$ cat src/icr_pkg.sv
package icr_pkg;

  // ----------------------------------------------------------------
  // Request codes and answers
  // ----------------------------------------------------------------
  localparam logic [7:0] ICR_FN_READ = 8'h03;
  localparam logic [7:0] ICR_FN_WRITE = 8'h06;
  localparam logic [7:0] ICR_EX_NONE = 8'h00;
  localparam logic [7:0] ICR_EX_FUNC = 8'h01;
  localparam logic [7:0] ICR_EX_ADDR = 8'h02;
  localparam logic [7:0] ICR_EX_VALUE = 8'h03;

  // ----------------------------------------------------------------
  // Register offsets
  // ----------------------------------------------------------------
  localparam logic [15:0] ICR_OFS_CH1_WIN = 16'h0004;
  localparam logic [15:0] ICR_OFS_CH1_OSC = 16'h0006;
  localparam logic [15:0] ICR_OFS_CH2_WIN = 16'h0014;
  localparam logic [15:0] ICR_OFS_DEV_ADDR = 16'h0021;
  localparam logic [15:0] ICR_OFS_RATE = 16'h0022;
  localparam logic [15:0] ICR_OFS_IP_HI = 16'h0031;
  localparam logic [15:0] ICR_OFS_IP_LO = 16'h0032;
  localparam logic [15:0] ICR_OFS_MASK_HI = 16'h0033;
  localparam logic [15:0] ICR_OFS_MASK_LO = 16'h0034;
  localparam logic [15:0] ICR_OFS_DHCP = 16'h003a;
  localparam logic [15:0] ICR_OFS_BIP_HI = 16'h003c;
  localparam logic [15:0] ICR_OFS_BIP_LO = 16'h003d;
  localparam logic [15:0] ICR_OFS_BMASK_HI = 16'h003e;
  localparam logic [15:0] ICR_OFS_BMASK_LO = 16'h003f;
  localparam logic [15:0] ICR_OFS_BOOT_SEL = 16'h0042;
  localparam logic [15:0] ICR_OFS_SAVE = 16'h0043;

  // ----------------------------------------------------------------
  // Storage indices
  // ----------------------------------------------------------------
  localparam int ICR_NREG = 16;
  typedef logic [3:0] icr_idx_t;
  localparam icr_idx_t ICR_I_CH1_WIN = 4'h0;
  localparam icr_idx_t ICR_I_CH1_OSC = 4'h1;
  localparam icr_idx_t ICR_I_CH2_WIN = 4'h2;
  localparam icr_idx_t ICR_I_DEV_ADDR = 4'h3;
  localparam icr_idx_t ICR_I_RATE = 4'h4;
  localparam icr_idx_t ICR_I_IP_HI = 4'h5;
  localparam icr_idx_t ICR_I_IP_LO = 4'h6;
  localparam icr_idx_t ICR_I_MASK_HI = 4'h7;
  localparam icr_idx_t ICR_I_MASK_LO = 4'h8;
  localparam icr_idx_t ICR_I_DHCP = 4'h9;
  localparam icr_idx_t ICR_I_BIP_HI = 4'ha;
  localparam icr_idx_t ICR_I_BIP_LO = 4'hb;
  localparam icr_idx_t ICR_I_BMASK_HI = 4'hc;
  localparam icr_idx_t ICR_I_BMASK_LO = 4'hd;
  localparam icr_idx_t ICR_I_BOOT_SEL = 4'he;
  localparam icr_idx_t ICR_I_SAVE = 4'hf;

  // ----------------------------------------------------------------
  // Limits and reset values
  // ----------------------------------------------------------------
  localparam logic [15:0] ICR_FLAG_OFF = 16'h0000;
  localparam logic [15:0] ICR_FLAG_ON = 16'h0001;
  localparam logic [15:0] ICR_RATE_MAX = 16'h0006;
  localparam logic [15:0] ICR_RATE_DEFAULT = 16'h0006;
  localparam logic [15:0] ICR_ADDR_MIN = 16'h0001;
  localparam logic [15:0] ICR_ADDR_MAX = 16'h00fe;
  localparam logic [15:0] ICR_ADDR_DEFAULT = 16'h0001;
  localparam logic [15:0] ICR_WIN_MIN = 16'h0064;
  localparam logic [15:0] ICR_WIN_MAX = 16'h07d0;
  localparam logic [15:0] ICR_WIN_DEFAULT = 16'h03e8;
  localparam logic [31:0] ICR_IP_DEFAULT = 32'hc0a80001;
  localparam logic [31:0] ICR_MASK_DEFAULT = 32'hffffff00;
  localparam logic [31:0] ICR_BOOT_IP_DEFAULT = 32'hc0a800c8;
  localparam logic [31:0] ICR_BOOT_MASK_DEFAULT = 32'hffffff00;
  localparam logic [31:0] ICR_IP_NONE = 32'h00000000;

  function automatic logic icr_in_range(input logic [15:0] v, input logic [15:0] lo, input logic [15:0] hi);
    return (v >= lo) && (v <= hi);
  endfunction

endpackage

$ cat src/icr_dec_if.sv
interface icr_dec_if;
  logic [7:0] func;
  logic [15:0] addr;
  logic hit;
  icr_pkg::icr_idx_t idx;
  logic fn_rd;
  logic fn_wr;
  modport dec (input func, input addr, output hit, output idx, output fn_rd, output fn_wr);
  modport user (output func, output addr, input hit, input idx, input fn_rd, input fn_wr);
endinterface

$ cat src/icr_req_decode.sv
module icr_req_decode (
  icr_dec_if.dec d
);
  import icr_pkg::*;

  always_comb begin
    d.fn_rd = (d.func == ICR_FN_READ);
    d.fn_wr = (d.func == ICR_FN_WRITE);
    d.hit = 1'b1;
    d.idx = ICR_I_CH1_WIN;
    case (d.addr)
      ICR_OFS_CH1_WIN: d.idx = ICR_I_CH1_WIN;
      ICR_OFS_CH1_OSC: d.idx = ICR_I_CH1_OSC;
      ICR_OFS_CH2_WIN: d.idx = ICR_I_CH2_WIN;
      ICR_OFS_DEV_ADDR: d.idx = ICR_I_DEV_ADDR;
      ICR_OFS_RATE: d.idx = ICR_I_RATE;
      ICR_OFS_IP_HI: d.idx = ICR_I_IP_HI;
      ICR_OFS_IP_LO: d.idx = ICR_I_IP_LO;
      ICR_OFS_MASK_HI: d.idx = ICR_I_MASK_HI;
      ICR_OFS_MASK_LO: d.idx = ICR_I_MASK_LO;
      ICR_OFS_DHCP: d.idx = ICR_I_DHCP;
      ICR_OFS_BIP_HI: d.idx = ICR_I_BIP_HI;
      ICR_OFS_BIP_LO: d.idx = ICR_I_BIP_LO;
      ICR_OFS_BMASK_HI: d.idx = ICR_I_BMASK_HI;
      ICR_OFS_BMASK_LO: d.idx = ICR_I_BMASK_LO;
      ICR_OFS_BOOT_SEL: d.idx = ICR_I_BOOT_SEL;
      ICR_OFS_SAVE: d.idx = ICR_I_SAVE;
      default: d.hit = 1'b0;
    endcase
  end

endmodule

$ cat src/icr_sync2.sv
module icr_sync2 (
  input wire logic mclk,
  input wire logic reset,
  input wire logic din,
  output logic dout
);
  typedef struct packed {
    logic meta;
    logic stable;
  } icr_sync_t;

  icr_sync_t s_r;
  icr_sync_t s_nxt;

  always_comb begin
    s_nxt.meta = din;
    s_nxt.stable = s_r.meta;
  end

  always_ff @(posedge mclk or posedge reset) begin
    if (reset) begin
      s_r <= '0;
    end else begin
      s_r <= s_nxt;
    end
  end

  assign dout = s_r.stable;

endmodule

$ cat src/icr_regs.sv
// What this block does
// - Rate code 0..6 selects 2400, 4800, 9600, 19200, 38400, 57600, 115200 bps.
// - A new rate code changes the serial link only after a device restart.
// - Factory default rate code is 6, meaning 115200 bps.
// - Multidrop variant accepts device addresses 1 to 254, default 1.
// - A written device address becomes active only after the next restart.
// - Point-to-point and USB variants keep device address fixed at 1.
// - Static IP: lower offset holds first two octets, next holds last two.
// - Static mask: first register upper two octets, next lower two.
// - Network mode 0x0001 selects dynamic addressing; static address and mask ignored.
// - Writing 0x0001 to save trigger stores network settings; used after restart.
// - Bootloader uses 192.168.0.200 when stored parameters are not selected.
// - Bootloader IP and mask each held as two octet pairs, consecutively.
// - Boot select 0x0001 uses stored parameters, 0x0000 uses built-in defaults.
// - Bootloader network settings are static only, never dynamic.
// - Oscillator register: 0x0001 external, 0x0000 internal, for channel 1.
// - Each channel window is 100 to 2000 ms in its own register.
// - A window write takes effect at once, no restart needed.
// - Changing one channel window leaves the other untouched.
// - Registers reached through serial or TCP framing, outside this block.
// - Only read holding (03) and write single (06) functions are served.
// - Reading an unsupported offset returns zero rather than failing.
module icr_regs (
  input wire logic mclk,
  input wire logic reset,
  input wire logic dev_restart,
  input wire logic multidrop_strap,
  input wire logic req_valid,
  input wire logic [7:0] req_func,
  input wire logic [15:0] req_addr,
  input wire logic [15:0] req_wdata,
  output logic rsp_valid,
  output logic [15:0] rsp_data,
  output logic [7:0] rsp_exc,
  output logic [2:0] serial_rate_code,
  output logic [7:0] dev_addr,
  output logic [15:0] ch1_window_ms,
  output logic [15:0] ch2_window_ms,
  output logic ch1_ext_osc,
  output logic net_dhcp,
  output logic [31:0] net_ip,
  output logic [31:0] net_mask,
  output logic [31:0] boot_ip,
  output logic [31:0] boot_mask,
  output logic nv_save_pulse
);
  import icr_pkg::*;

  // ----------------------------------------------------------------
  // State
  // ----------------------------------------------------------------
  typedef struct packed {
    logic [ICR_NREG-1:0][15:0] regs;
    logic init_done;
    logic [1:0] settle;
    logic multidrop;
    logic nv_dhcp;
    logic nv_boot_sel;
    logic [31:0] nv_ip;
    logic [31:0] nv_mask;
    logic [31:0] nv_boot_ip;
    logic [31:0] nv_boot_mask;
    logic [2:0] act_rate;
    logic [7:0] act_addr;
    logic act_dhcp;
    logic [31:0] act_ip;
    logic [31:0] act_mask;
    logic [31:0] act_boot_ip;
    logic [31:0] act_boot_mask;
    logic nv_save;
    logic rsp_valid;
    logic [15:0] rsp_data;
    logic [7:0] rsp_exc;
  } icr_state_t;

  function automatic icr_state_t icr_reset_state();
    icr_state_t r;
    r = '0;
    r.regs[ICR_I_CH1_WIN] = ICR_WIN_DEFAULT;
    r.regs[ICR_I_CH2_WIN] = ICR_WIN_DEFAULT;
    r.regs[ICR_I_CH1_OSC] = ICR_FLAG_OFF;
    r.regs[ICR_I_DEV_ADDR] = ICR_ADDR_DEFAULT;
    r.regs[ICR_I_RATE] = ICR_RATE_DEFAULT;
    r.regs[ICR_I_IP_HI] = ICR_IP_DEFAULT[31:16];
    r.regs[ICR_I_IP_LO] = ICR_IP_DEFAULT[15:0];
    r.regs[ICR_I_MASK_HI] = ICR_MASK_DEFAULT[31:16];
    r.regs[ICR_I_MASK_LO] = ICR_MASK_DEFAULT[15:0];
    r.regs[ICR_I_BIP_HI] = ICR_BOOT_IP_DEFAULT[31:16];
    r.regs[ICR_I_BIP_LO] = ICR_BOOT_IP_DEFAULT[15:0];
    r.regs[ICR_I_BMASK_HI] = ICR_BOOT_MASK_DEFAULT[31:16];
    r.regs[ICR_I_BMASK_LO] = ICR_BOOT_MASK_DEFAULT[15:0];
    r.nv_ip = ICR_IP_DEFAULT;
    r.nv_mask = ICR_MASK_DEFAULT;
    r.nv_boot_ip = ICR_BOOT_IP_DEFAULT;
    r.nv_boot_mask = ICR_BOOT_MASK_DEFAULT;
    r.act_rate = ICR_RATE_DEFAULT[2:0];
    r.act_addr = ICR_ADDR_DEFAULT[7:0];
    r.act_ip = ICR_IP_DEFAULT;
    r.act_mask = ICR_MASK_DEFAULT;
    r.act_boot_ip = ICR_BOOT_IP_DEFAULT;
    r.act_boot_mask = ICR_BOOT_MASK_DEFAULT;
    return r;
  endfunction

  localparam logic [1:0] ICR_SETTLE_LAST = 2'h2;
  localparam icr_state_t ICR_STATE_RST = icr_reset_state();

  icr_state_t s_r;
  icr_state_t s_nxt;
  logic multidrop_sync;

  // ----------------------------------------------------------------
  // Helpers
  // ----------------------------------------------------------------
  icr_dec_if dec ();

  assign dec.func = req_func;
  assign dec.addr = req_addr;

  icr_req_decode u_dec (
    .d(dec.dec)
  );

  // The variant strap comes from a pin, so it is synchronised first.
  icr_sync2 u_strap (
    .mclk(mclk),
    .reset(reset),
    .din(multidrop_strap),
    .dout(multidrop_sync)
  );

  function automatic logic is_flag(input logic [15:0] v);
    return (v == ICR_FLAG_ON) || (v == ICR_FLAG_OFF);
  endfunction

  // Decides whether a write value is legal for the addressed register.
  function automatic logic value_ok(input icr_idx_t idx, input logic [15:0] v, input logic md);
    logic ok;
    ok = 1'b1;
    case (idx)
      ICR_I_RATE: ok = (v <= ICR_RATE_MAX);
      ICR_I_DEV_ADDR: ok = md && icr_in_range(v, ICR_ADDR_MIN, ICR_ADDR_MAX);
      ICR_I_CH1_WIN: ok = icr_in_range(v, ICR_WIN_MIN, ICR_WIN_MAX);
      ICR_I_CH2_WIN: ok = icr_in_range(v, ICR_WIN_MIN, ICR_WIN_MAX);
      ICR_I_CH1_OSC: ok = is_flag(v);
      ICR_I_DHCP: ok = is_flag(v);
      ICR_I_BOOT_SEL: ok = is_flag(v);
      ICR_I_SAVE: ok = is_flag(v);
      default: ok = 1'b1;
    endcase
    return ok;
  endfunction

  // ----------------------------------------------------------------
  // Next state
  // ----------------------------------------------------------------
  always_comb begin
    s_nxt = s_r;
    s_nxt.rsp_valid = 1'b0;
    s_nxt.rsp_data = '0;
    s_nxt.rsp_exc = ICR_EX_NONE;
    s_nxt.nv_save = 1'b0;

    // The synchroniser restarts with the block, so the strap is followed until it has refilled, then frozen.
    if (!s_r.init_done) begin
      s_nxt.settle = 2'(s_r.settle + 2'h1);
      s_nxt.init_done = (s_r.settle == ICR_SETTLE_LAST);
      s_nxt.multidrop = multidrop_sync;
    end

    // A device restart applies the pending link settings and the stored
    // network image; the stored image only changes through the save trigger.
    if (dev_restart) begin
      s_nxt.act_rate = s_r.regs[ICR_I_RATE][2:0];
      s_nxt.act_addr = s_r.multidrop ? s_r.regs[ICR_I_DEV_ADDR][7:0] : ICR_ADDR_DEFAULT[7:0];
      s_nxt.act_dhcp = s_r.nv_dhcp;
      s_nxt.act_ip = s_r.nv_dhcp ? ICR_IP_NONE : s_r.nv_ip;
      s_nxt.act_mask = s_r.nv_dhcp ? ICR_IP_NONE : s_r.nv_mask;
      // The boot image carries no dynamic option at all.
      s_nxt.act_boot_ip = s_r.nv_boot_sel ? s_r.nv_boot_ip : ICR_BOOT_IP_DEFAULT;
      s_nxt.act_boot_mask = s_r.nv_boot_sel ? s_r.nv_boot_mask : ICR_BOOT_MASK_DEFAULT;
    end

    if (req_valid) begin
      s_nxt.rsp_valid = 1'b1;
      if (dec.fn_rd) begin
        // Unknown offsets and the write-only trigger read as zero.
        if (dec.hit && (dec.idx != ICR_I_SAVE)) begin
          s_nxt.rsp_data = s_r.regs[dec.idx];
        end else begin
          s_nxt.rsp_data = '0;
        end
      end else if (dec.fn_wr) begin
        if (!dec.hit) begin
          s_nxt.rsp_exc = ICR_EX_ADDR;
        end else if (!value_ok(dec.idx, req_wdata, s_r.multidrop)) begin
          s_nxt.rsp_exc = ICR_EX_VALUE;
        end else begin
          s_nxt.rsp_data = req_wdata;
          if (dec.idx != ICR_I_SAVE) begin
            s_nxt.regs[dec.idx] = req_wdata;
          end else if (req_wdata == ICR_FLAG_ON) begin
            s_nxt.nv_save = 1'b1;
            s_nxt.nv_ip = {s_r.regs[ICR_I_IP_HI], s_r.regs[ICR_I_IP_LO]};
            s_nxt.nv_mask = {s_r.regs[ICR_I_MASK_HI], s_r.regs[ICR_I_MASK_LO]};
            s_nxt.nv_dhcp = (s_r.regs[ICR_I_DHCP] == ICR_FLAG_ON);
            s_nxt.nv_boot_ip = {s_r.regs[ICR_I_BIP_HI], s_r.regs[ICR_I_BIP_LO]};
            s_nxt.nv_boot_mask = {s_r.regs[ICR_I_BMASK_HI], s_r.regs[ICR_I_BMASK_LO]};
            s_nxt.nv_boot_sel = (s_r.regs[ICR_I_BOOT_SEL] == ICR_FLAG_ON);
          end
        end
      end else begin
        s_nxt.rsp_exc = ICR_EX_FUNC;
      end
    end
  end

  always_ff @(posedge mclk or posedge reset) begin
    if (reset) begin
      s_r <= ICR_STATE_RST;
    end else begin
      s_r <= s_nxt;
    end
  end

  // ----------------------------------------------------------------
  // Outputs
  // ----------------------------------------------------------------
  assign rsp_valid = s_r.rsp_valid;
  assign rsp_data = s_r.rsp_data;
  assign rsp_exc = s_r.rsp_exc;
  assign serial_rate_code = s_r.act_rate;
  assign dev_addr = s_r.act_addr;
  assign ch1_window_ms = s_r.regs[ICR_I_CH1_WIN];
  assign ch2_window_ms = s_r.regs[ICR_I_CH2_WIN];
  assign ch1_ext_osc = s_r.regs[ICR_I_CH1_OSC][0];
  assign net_dhcp = s_r.act_dhcp;
  assign net_ip = s_r.act_ip;
  assign net_mask = s_r.act_mask;
  assign boot_ip = s_r.act_boot_ip;
  assign boot_mask = s_r.act_boot_mask;
  assign nv_save_pulse = s_r.nv_save;
endmodule

$ cat config.mk
export PLATFORM = sky130hd
export DESIGN_NAME = icr_regs
export DESIGN_NICKNAME = d
export VERILOG_FILES = /design/src/icr_pkg.sv /design/src/icr_dec_if.sv /design/src/icr_req_decode.sv /design/src/icr_sync2.sv /design/src/icr_regs.sv
export SDC_FILE = /design/constraint.sdc
export NUM_CORES = 1
export LEC_CHECK = 0
export BUFFER_PORTS_ARGS = -buffer_cell sky130_fd_sc_hd__buf_2
export CORE_MARGIN = 2
export CORE_UTILIZATION = 55
export DETAILED_ROUTE_END_ITERATION = 8
export GPL_TIMING_DRIVEN = 0
export PLACE_DENSITY = 0.76
export SLEW_MARGIN = 40
export SYNTH_ARGS = -nofsm -noshare
export SYNTH_HDL_FRONTEND = slang
export SYNTH_HIERARCHICAL = 1
export SYNTH_SLANG_ARGS = --single-unit
$ cat constraint.sdc
create_clock -name mclk -period 22.9 [get_ports mclk]
set_input_delay 1.145 -clock mclk [delete_from_list [all_inputs] [get_ports mclk]]
set_output_delay 1.145 -clock mclk [all_outputs]
set_load 0.005 [all_outputs]
==> impl_results.md, run 1 <==
* Status: finished, final reports clean
* Antenna Nets Post-Route at 0
* TritonCTS buffer count at 55
* Clock Path Buffers at 3
* Fraction of synthesized cell area in xor and xnor cells at 0.0352%
* Area of the multi-input gates at 8210 um^2
* First DRT Iteration DRCs at 1374
* Most common cell after layout, fill and taps aside: nand2_1
* Placer congestion estimate at 0.936
* Max-slew violations at 0
* Most frequent cells in the layout: nand2_1, dfrtp_1, buf_2
* Syn Inst Count at 2165
* Setup total negative slack at 0 ns
* Max Clk Rate at 0.193 GHz
* Routed wire per std cell at 21.3 um
* Largest net degree at the start of global routing at 90
* Buffers added on ports at roughly 230
* Sequential share of the synthesized area at 56.6%
* Avg Cell Area, Syn at 11.5 um^2
* Post-synthesis mux area share at 15.7%
* Crit-path leading delay family: buffers and inverters
* Area of the mapped netlist at 24900 um^2
* Post-route cell area at 28800 um^2
* CTS tree: built
* Leak pwr at 13.8 nW
* Critical path buffers and inverters at 5
* Post-synth EDFFs at 0
* Fin crit share at between 20 and 25%
* CP max-delay cell: nor3_1
* Crit Path Class: in -> reg
* Clk slew on worst S/H paths at 0.06 ns
* Clock root cell: clkbuf_16
* Final Critical Period at 5.17 ns
* Pwr Density at 67.1 nW/um^2
* Largest family of logic cells by synthesized area: multiplexers
* # rows at between 70 and 80
* HP Class: reg -> reg
* Layout Skew at 0.0304 ns
* Fill count at 3397
* Relative slew slack at roughly 40%
* Post-cts resize count at 0
* Hold_buf cts at 0
* # DRC at 0
* Simple-gate share of the synthesized area at between 10 and 15%
* Die X-Extent at roughly 220 um
* Ys async rst share at 100%
* Maxcap violations at 0
* Worst-Margin Slew at 0.896 ns
* Worst path cell trace: buf_2 > nor4b_2 > and3_1 > o21ai_0 > a31oi_1 > clkbuf_1 > buf_1 > nand3_1 > nor3_1 > clkbuf_1 > buf_2 > nand2_1 > nand2_1
* Adder-Cell Fraction of Synth Area at 0.0503%
* Full die area at 46900 um^2
* Synth-to-Final Area Change at 15.9%
* Core ar. at around 44000 um^2
* Worst-skew pair later-pin latency at slightly above 0.6 ns
* CP startpoint kind: input port
* Worst Path Max Fanout at 10
* Initial Util at 56.0%
* Arrival time worst endpoint at 5.71 ns
* # clock sinks at between 500 and 600
* Most used DFF post-synth: dfrtp_1
* Postcts setup bufs at 0
* Synth Area in Compound Gates at about 5.7%
* Max IR drop VDD at between 0.05 and 0.06 mV
* Setup slack after placement at 16.95 ns
* Via-to-Cell Ratio at ~5.5
* Final setup viols at 0
* Placed Area at 27000 um^2
* CP peak stage delay at 0.71 ns
* Register area at 14100 um^2
* Post-route setup slack at 17.73 ns
* Total Wirelength at 66.1 mm
* DP HPWL at ~50 mm
* Die Height at 217 um
* 1st-pass router iterations at 5
* Layout cells sized above 1 at 41.2%
* Distinct cells, synth at 61
* DR vias at about 17000
* WP data required at 23.43 ns
* Ports at between 200 and 250
* Critical path capture point type: flip-flop
* Global-route wire length before repair at 102 mm
* RSZ-0062 raised after global routing: no
* NumNets Final at roughly 2500
* Grt ovf at 0
* H-tree depth at 2
* Synth Warn # at 6
* Final hold viol count at 0
* Vias in the first global route at 17300
* Yosys reg bits at 552
* GRT Util Overall at 28.7%
* Initial antenna violation count at 2
## registers in the layout, summed over array words and instances, names as in the netlist, 16 cells and up
signal,count
ch2_window_ms,16
boot_ip,32
ch1_window_ms,16
net_mask,32
net_ip,32
boot_mask,32
rsp_data,16
s_r,357
## worst reg2reg max path, delay by kind of cell (launching register included)
| family | cells | cell delay, ns |
|---|---|---|
| AO/OA/AOI/OAI | 2 | 1.05 |
| buffers and inverters | 1 | 0.55 |
| flip-flops | 1 | 0.39 |
| AND/OR/NAND/NOR | 3 | 0.67 |
## area by class of cell
cell class | instances | area share (%)
inverters | 139 | 1.84
repair buffers | 237 | 4.68
multi-input cells | 1130 | 28.5
plain buffers | 349 | 7.34
clock inverters | 23 | 0.772
well taps | 592 | 2.57
diodes | 2 | 0.0174
flip-flops and latches | 552 | 48.8
clock buffers | 81 | 5.50
## path summary, 6_finish.rpt
path	end	cells after the start	slack, ns	startpoint
max reg2reg	s_r[369]$_DFFE_PP0P_	6	20.10	s_r[296]$_DFFE_PP0N_
min reg2reg	u_strap/dout$_DFF_PP0_	0	0.35	u_strap/s_nxt[0]$_DFF_PP0_
min in group asynchronous	u_strap/s_nxt[0]$_DFF_PP0_	2	0.44	reset
min	u_strap/dout$_DFF_PP0_	0	0.35	u_strap/s_nxt[0]$_DFF_PP0_
max in group asynchronous	net_mask[31]$_DFFE_PP1P_	5	21.07	reset
max	s_r[173]$_DFFE_PP0P_	13	17.73	req_addr[4]
## power by group
group	switching [mW]	leakage (nW)	internal (mW)
Combinational	0.0439	5.99	0.0123
Clock	0.384	0.884	0.515
Sequential	0.000354	6.95	0.978
## metal layers
layer / up-vias / share of wire [%] / global-route usage, %
met4: 2 / 3.9 / 11.2
met3: 137 / 7.1 / 5.14
met2: 675 / 47 / 45.7
met1: 8727 / 42 / 39.7
li1: 7652 / - / -
met5: - / 0.020 / 0
## cell families after synthesis
group                      Yosys count
buffers and inverters              488
AOI/OAI and AO/OA                  223
xor gates and xnor gates             1
adders and majority gates            1
DFF                                552
muxes                              265
and+or+nand+nor                    634
other                                1
## synthesized netlist by cell type (all sizes together), types with 3 or more instances
cell type / n / area share [%]
nor2b: 80 / 2.0
o211ai: 3 / 0.091
mux4: 80 / 7.2
nor4: 10 / 0.31
nor3b: 4 / 0.12
mux2: 169 / 7.8
o21ai: 81 / 1.6
nor4b: 5 / 0.20
and3: 5 / 0.13
nand4: 6 / 0.18
o22ai: 62 / 1.6
inv: 139 / 2.1
nor3: 12 / 0.24
a21oi: 24 / 0.50
nand2b: 3 / 0.075
nand3b: 3 / 0.091
a31oi: 32 / 0.80
dfstp: 204 / 22
buf: 237 / 6.8
or2: 3 / 0.075
mux2i: 16 / 0.64
clkbuf: 112 / 1.7
nand2: 415 / 6.3
nand3: 36 / 0.72
nor2: 43 / 0.65
dfrtp: 348 / 35
a211oi: 9 / 0.55
or3: 3 / 0.096
## through the flow
step	instances	hold WS (ns)	util [%]	power, mW
2_1_floorplan	2170	0.331	-	1.02
3_3_place_gp	2991	0.332	60.3	1.04
3_5_place_dp	2998	0.335	60.8	1.05
4_1_cts	3102	0.348	64.9	1.94
5_1_grt	3104	0.352	64.9	1.99
6_report	3105	0.346	64.9	1.93
Note: power is estimated with default switching activity, not from simulation.
==> inputs of run 2 (changes only) <==
--- a/config.mk
+++ b/config.mk
@@ -7,10 +7,10 @@
 export LEC_CHECK = 0
 export BUFFER_PORTS_ARGS = -buffer_cell sky130_fd_sc_hd__buf_2
 export CORE_MARGIN = 2
-export CORE_UTILIZATION = 55
+export CORE_UTILIZATION = 54
 export DETAILED_ROUTE_END_ITERATION = 8
 export GPL_TIMING_DRIVEN = 0
-export PLACE_DENSITY = 0.76
+export PLACE_DENSITY = 0.78
 export SLEW_MARGIN = 40
 export SYNTH_ARGS = -nofsm -noshare
 export SYNTH_HDL_FRONTEND = slang
==> constraint.sdc (replaced) <==
create_clock -name mclk -period 4.25 [get_ports mclk]
set_input_delay 0.2125 -clock mclk [delete_from_list [all_inputs] [get_ports mclk]]
set_output_delay 0.2125 -clock mclk [all_outputs]
set_load 0.005 [all_outputs]
==> impl_results.md, run 2 (same netlist as run 1, synthesis figures left out) <==
* Inst Count DP at 3023 (+0.83%)
* Setup slack after placement at -0.454 ns (-17.41 ns)
* Ports at 244 (unchanged)
* # rows at 78 (+1.3%)
* CTS tree: built
* Post-route cell area at 29300 um^2 (+1.7%)
* Total Wirelength at 67.1 mm (+1.5%)
* Clock Path Buffers at 3 (unchanged)
* Relative slew slack at 37.4% (-2.7 points)
* Status: finished, final reports clean
* Reg2reg setup slack at 1.63 ns (-18.47 ns)
* Full die area at 47800 um^2 (+1.8%)
* Crit Path Class: in -> reg
* Core ar. at 45400 um^2 (+2.2%)
* First DRT Iteration DRCs at 1505 (+9.5%)
* # DRC at 0 (unchanged)
* Worst-Margin Slew at 0.938 ns (+0.0421 ns)
* Maxcap violations at 0 (unchanged)
* Largest net degree at the start of global routing at 28 (-69%)
* Initial antenna violation count at 0 (-2)
* Worst Path Max Fanout at 10 (unchanged)
* Tot Pwr at 10.4 mW (+440%)
* Placed Area at 27400 um^2 (+1.5%)
* Sw Ratio at 21.8% (-0.30 points)
* Arrival time worst endpoint at 4.53 ns (-1.18 ns)
* Die Height at 219 um (+0.90%)
* Grt ovf at 0 (unchanged)
* Most common cell after layout, fill and taps aside: nand2_1
* Sw power at 2.28 mW (+430%)
* Buffers added on ports at 229 (unchanged)
* Final core utilization at 64.6% (-0.31 points)
* Via-to-Cell Ratio at 5.57 (+0.64%)
* Final hold viol count at 0 (unchanged)
* Fin crit share at 94.5%
* H-tree depth at 2 (unchanged)
* Diodes inserted at 0 (-2)
* GRT Util Overall at 28.6% (-0.14 points)
* Layout cells sized above 1 at 41.5% (+0.27 points)
* Most frequent cells in the layout: nand2_1, dfrtp_1, buf_2
* Fill count at 3355 (-1.2%)
* R2R depth at 6 (unchanged)
* RSZ-0062 raised after global routing: no
* 1st-pass router iterations at 8 (+3)
* Top reg by flops: s_r
* Clock root cell: clkbuf_16
* Max Clk Rate at 0.249 GHz
* WP data required at 4.76 ns (-18.67 ns)
* Max-slew violations at 0 (unchanged)
* Initial Util at 54.8% (-1.2 points)
* Global-route wire length before repair at 103 mm (+0.89%)
* # clock sinks at 552 (unchanged)
* Leak pwr at 14.0 nW (+1.6%)
* Layout Skew at 0.0235 ns (-0.00689 ns)
* Post-route setup slack at 0.235 ns (-17.49 ns)
* Largest register FFs at 357 (unchanged)
* R2R Path End: s_r[379]$_DFFE_PP0P_
* Clock power share at 46.1% (-0.4 points)
* HP Class: in -> async
* Final setup viols at 0 (unchanged)
* Worst-skew pair later-pin latency at 0.61 ns (about the same)
* Critical path capture point type: flip-flop
* Die X-Extent at 219 um (+0.90%)
* Pwr Density at 356 nW/um^2 (+430%)
* Routed wire per std cell at 21.4 um (+0.60%)
* Antenna Nets Post-Route at 0 (unchanged)
* RR Startpoint: s_r[296]$_DFFE_PP0N_
* Max IR drop VDD at 0.302 mV (+490%)
* DP HPWL at 49.8 mm (+2.3%)
* Int Power at 8.16 mW (+440%)
* NumNets Final at 2537 (+1.1%)
* Seq pwr share at 50.5% (about the same)
* DR vias at 17500 (+1.5%)
* Postcts setup bufs at 0 (unchanged)
* Post-Layout Cell Count at 3133 (+0.90%)
* Synth-to-Final Area Change at 17.9%
* Final Critical Period at 4.02 ns
* Comb power frac at 3.4% (+0.5 points)
* Placer congestion estimate at 0.954 (+1.8%)
* TritonCTS buffer count at 54 (-1.8%)
* CP startpoint kind: input port
* Vias in the first global route at 17700 (+2.2%)
* Clk slew on worst S/H paths at 0.06 ns (about the same)
## run 2: cell types whose count changed in the layout (fill, tap and decap cells not counted), moves of 2 or more
| cell | change |
|---|---|
| buf_12 | +10 |
| diode_2 | -2 |
| buf_16 | +7 |
| clkbuf_1 | -5 |
| clkbuf_8 | +4 |
| dlygate4sd3_1 | +12 |
## run 2: metal layers
metal / share of wire [%] / up-vias / global-route usage [%]
met5: 0 / - / 0
met4: 4.1 / 0 / 11.9
met3: 6.3 / 143 / 4.30
met2: 48 / 709 / 46.0
met1: 42 / 8916 / 39.1
li1: - / 7691 / -
## run 2: how the worst max path moves through the flow
stage,end,start,cells past startpoint
6_report,s_r[493]$_DFFE_PP1P_,req_addr[2],12
5_1_grt,s_r[206]$_DFFE_PP0P_,req_addr[3],14
4_1_cts,rsp_data[7]$_DFF_PP0_,req_addr[4],13
3_5_place_dp,rsp_data[7]$_DFF_PP0_,req_addr[4],13
3_3_place_gp,net_ip[11]$_DFFE_PP0P_,reset,2
2_1_floorplan,boot_ip[0]$_DFFE_PP0P_,reset,1
## run 2: power groups by stage
stage | registers, mW | logic [mW] | clock network, mW
2_1_floorplan | 5.36 | 0.163 | 0
3_3_place_gp | 5.36 | 0.267 | 0
3_5_place_dp | 5.36 | 0.346 | 0
4_1_cts | 5.27 | 0.356 | 4.85
5_1_grt | 5.27 | 0.389 | 5.06
6_report | 5.27 | 0.355 | 4.81
## run 2: through the flow
stage / hold slack [ns] / setup TNS [ns]
2_1_floorplan: -0.0463 / -1385.69
3_3_place_gp: 0.0954 / -2737.26
3_5_place_dp: 0.0983 / -67.46
4_1_cts: 0.0216 / 0
5_1_grt: 0.0395 / 0
6_report: 0.0408 / 0
## run 2: area by class of cell
class	count	area (um^2)	share of cell area, %
timing repair buffer	265	1850	6.32
tap	600	751	2.56
inverter	139	526	1.79
buffer	349	2120	7.22
sequential	552	14100	48.0
multi-input combinational	1130	8230	28.1
clock buffer	79	1600	5.45
clock inverter	19	183	0.623
## run 2: critical path, cell delays in order
cell and delay, ns:
buf_2 0.11, buf_6 0.13, or3_4 0.38, a2111oi_4 0.38, a211oi_2 0.09, nor2_1 0.14
clkbuf_1 0.35, buf_1 0.67, nand2_1 0.33, nor2_1 0.67, clkbuf_1 0.64, mux2_2 0.41
## run 2: what timing repair did
item,in CTS,in global routing
hold buffers,12,0
hold endpoints to repair,78,0
resized for setup,0,3
setup endpoints to repair,0,113
==> inputs of run 3 (changes only) <==
--- a/config.mk
+++ b/config.mk
@@ -11,6 +11,7 @@
 export DETAILED_ROUTE_END_ITERATION = 8
 export GPL_TIMING_DRIVEN = 0
 export PLACE_DENSITY = 0.78
+export RECOVER_POWER = 50
 export SLEW_MARGIN = 40
 export SYNTH_ARGS = -nofsm -noshare
 export SYNTH_HDL_FRONTEND = slang
==> impl_results.md, run 3 (same netlist as run 1, synthesis figures left out) <==
* Grt ovf at 0 (unchanged)
* Clk slew on worst S/H paths at 0.06 ns (about the same)
* Worst Path Max Fanout at 10 (unchanged)
* Most frequent cells in the layout: nand2_1, dfrtp_1, buf_2
* GRT Util Overall at 28.6% (unchanged)
* Maxcap violations at 0 (unchanged)
* Core ar. at 45400 um^2 (unchanged)
* Crit-path leading delay family: buffers and inverters
* Worst-skew pair later-pin latency at 0.61 ns (about the same)
* Die Height at 219 um (unchanged)
* Placed Area at 27400 um^2 (unchanged)
* # DRC at 0 (unchanged)
* WP data required at 4.77 ns (about the same)
* Final core utilization at 63.8% (-0.76 points)
* Initial Util at 54.8% (unchanged)
* Final hold slack at 0.0245 ns (-0.0163 ns)
* Final Critical Period at 4.01 ns (-0.00316 ns)
* Worst-Margin Slew at 1.47 ns (+0.533 ns)
* Largest register FFs at 357 (unchanged)
* Full die area at 47800 um^2 (unchanged)
* Via-to-Cell Ratio at 5.59 (+0.23%)
* Placer congestion estimate at 0.954 (unchanged)
* NumNets Final at 2537 (unchanged)
* DP HPWL at 49.8 mm (unchanged)
* Top reg by flops: s_r
* Critical path capture point type: flip-flop
* RSZ-0062 raised after global routing: no
* Antenna Nets Post-Route at 0 (unchanged)
* # clock sinks at 552 (unchanged)
* Post-route cell area at 29000 um^2 (-1.2%)
* H-tree depth at 2 (unchanged)
* TritonCTS buffer count at 54 (unchanged)
* Max IR drop VDD at 0.306 mV (+1.3%)
* Postcts setup bufs at 0 (unchanged)
* Pwr Density at 359 nW/um^2 (+0.82%)
* Total Wirelength at 66.9 mm (-0.29%)
* 1st-pass router iterations at 5 (-3)
* # rows at 78 (unchanged)
* Largest net degree at the start of global routing at 28 (unchanged)
* Initial antenna violation count at 0 (unchanged)
* DR vias at 17500 (+0.23%)
* Diodes inserted at 0 (unchanged)
* Relative slew slack at 1.90% (-36 points)
* Critical path buffers and inverters at 5 (unchanged)
* Layout Skew at 0.0250 ns (+0.00142 ns)
* Final hold viol count at 0 (unchanged)
* Worst path cell trace: buf_2 > clkbuf_1 > nand3_1 > a2111oi_4 > a211oi_2 > nor2_1 > clkbuf_1 > buf_1 > nand2_1 > nor2_1 > clkbuf_1 > mux2_2
* Most common cell after layout, fill and taps aside: nand2_1
* Clock root cell: clkbuf_16
* Crit path top cell by count: clkbuf_1
* CTS tree: built
* CP startpoint kind: input port
* CP max-delay cell: buf_1
* Synth-to-Final Area Change at 16.5%
* First DRT Iteration DRCs at 1665 (+11%)
* Buffers added on ports at 229 (unchanged)
* Max-slew violations at 0 (unchanged)
* Clock Path Buffers at 3 (unchanged)
* Setup total negative slack at 0 ns (unchanged)
* Routed wire per std cell at 21.4 um (-0.29%)
* HP Class: in -> async
* Die X-Extent at 219 um (unchanged)
* Status: finished, final reports clean
* Fin crit share at 94.4% (about the same)
* Arrival time worst endpoint at 4.53 ns (about the same)
* Crit Path Class: in -> reg
* Leak pwr at 13.8 nW (-2.1%)
* Ports at 244 (unchanged)
* CP peak stage delay at 0.68 ns (about the same)
* Max Clk Rate at 0.249 GHz (about the same)
* Global-route wire length before repair at 103 mm (unchanged)
* Layout cells sized above 1 at 40.1% (-1.3 points)
* Final setup viols at 0 (unchanged)
* Inst Count DP at 3023 (unchanged)
* Vias in the first global route at 17700 (unchanged)
* Post-Layout Cell Count at 3133 (unchanged)
-- run 3: stage by stage --
| step | worst slack [ns] | power, mW |
|---|---|---|
| final | 0.238 | 10.4 |
| after global routing | 0.0491 | 10.7 |
| after floorplan | -3.28 | 5.52 |
| after detailed placement | -0.454 | 5.71 |
| after global placement | -5.84 | 5.63 |
| after CTS | 0.157 | 10.5 |
-- run 3: power by group --
group | switching, mW | leakage (nW) | internal [mW]
Sequential | 0.00214 | 6.95 | 5.27
Combinational | 0.240 | 5.92 | 0.0770
Clock | 2.03 | 0.883 | 2.78
-- run 3: path summary, 6_finish.rpt --
path                                       startpoint                 endpoint  slack (ns)  cells after the start
min reg2reg                u_strap/s_nxt[0]$_DFF_PP0_   u_strap/dout$_DFF_PP0_        0.35                      0
min                                             reset   u_strap/dout$_DFF_PP0_        0.02                      3
max in group asynchronous                       reset     s_r[285]$_DFFE_PP1P_        0.69                      8
max reg2reg                      s_r[296]$_DFFE_PP0N_     s_r[379]$_DFFE_PP0P_        1.64                      6
max                                       req_addr[3]     s_r[494]$_DFFE_PP1P_        0.24                     12
min in group mclk                       req_wdata[11]  nv_save_pulse$_DFF_PP0_        0.07                      4
-- run 3: timing repair --
action                     in CTS  in global routing
setup endpoints to repair       0                113
resized for setup               0                  3
hold endpoints to repair       78                  0
hold buffers                   12                  0
-- run 3: metal layers --
metal | share of wire [%] | track usage [%]
met1 | 41 | 39.1
met2 | 48 | 46.0
met3 | 6.6 | 4.30
met4 | 4.1 | 11.9
met5 | 0 | 0
-- run 3: final cells by class --
type                            instances  area, um^2
Buffer                                349        2100
Multi-Input combinational cell       1130        8230
Clock buffer                           79        1600
Timing Repair Buffer                  265        1520
Sequential cell                       552       14100
Clock inverter                         19         183
Inverter                              139         523
Fill cell                            3416       16400
Tap cell                              600         751
-- run 3: tightest hold or removal path: cells and delay by family --
kind     cells  cell delay [ns]
buf+inv      3             0.73
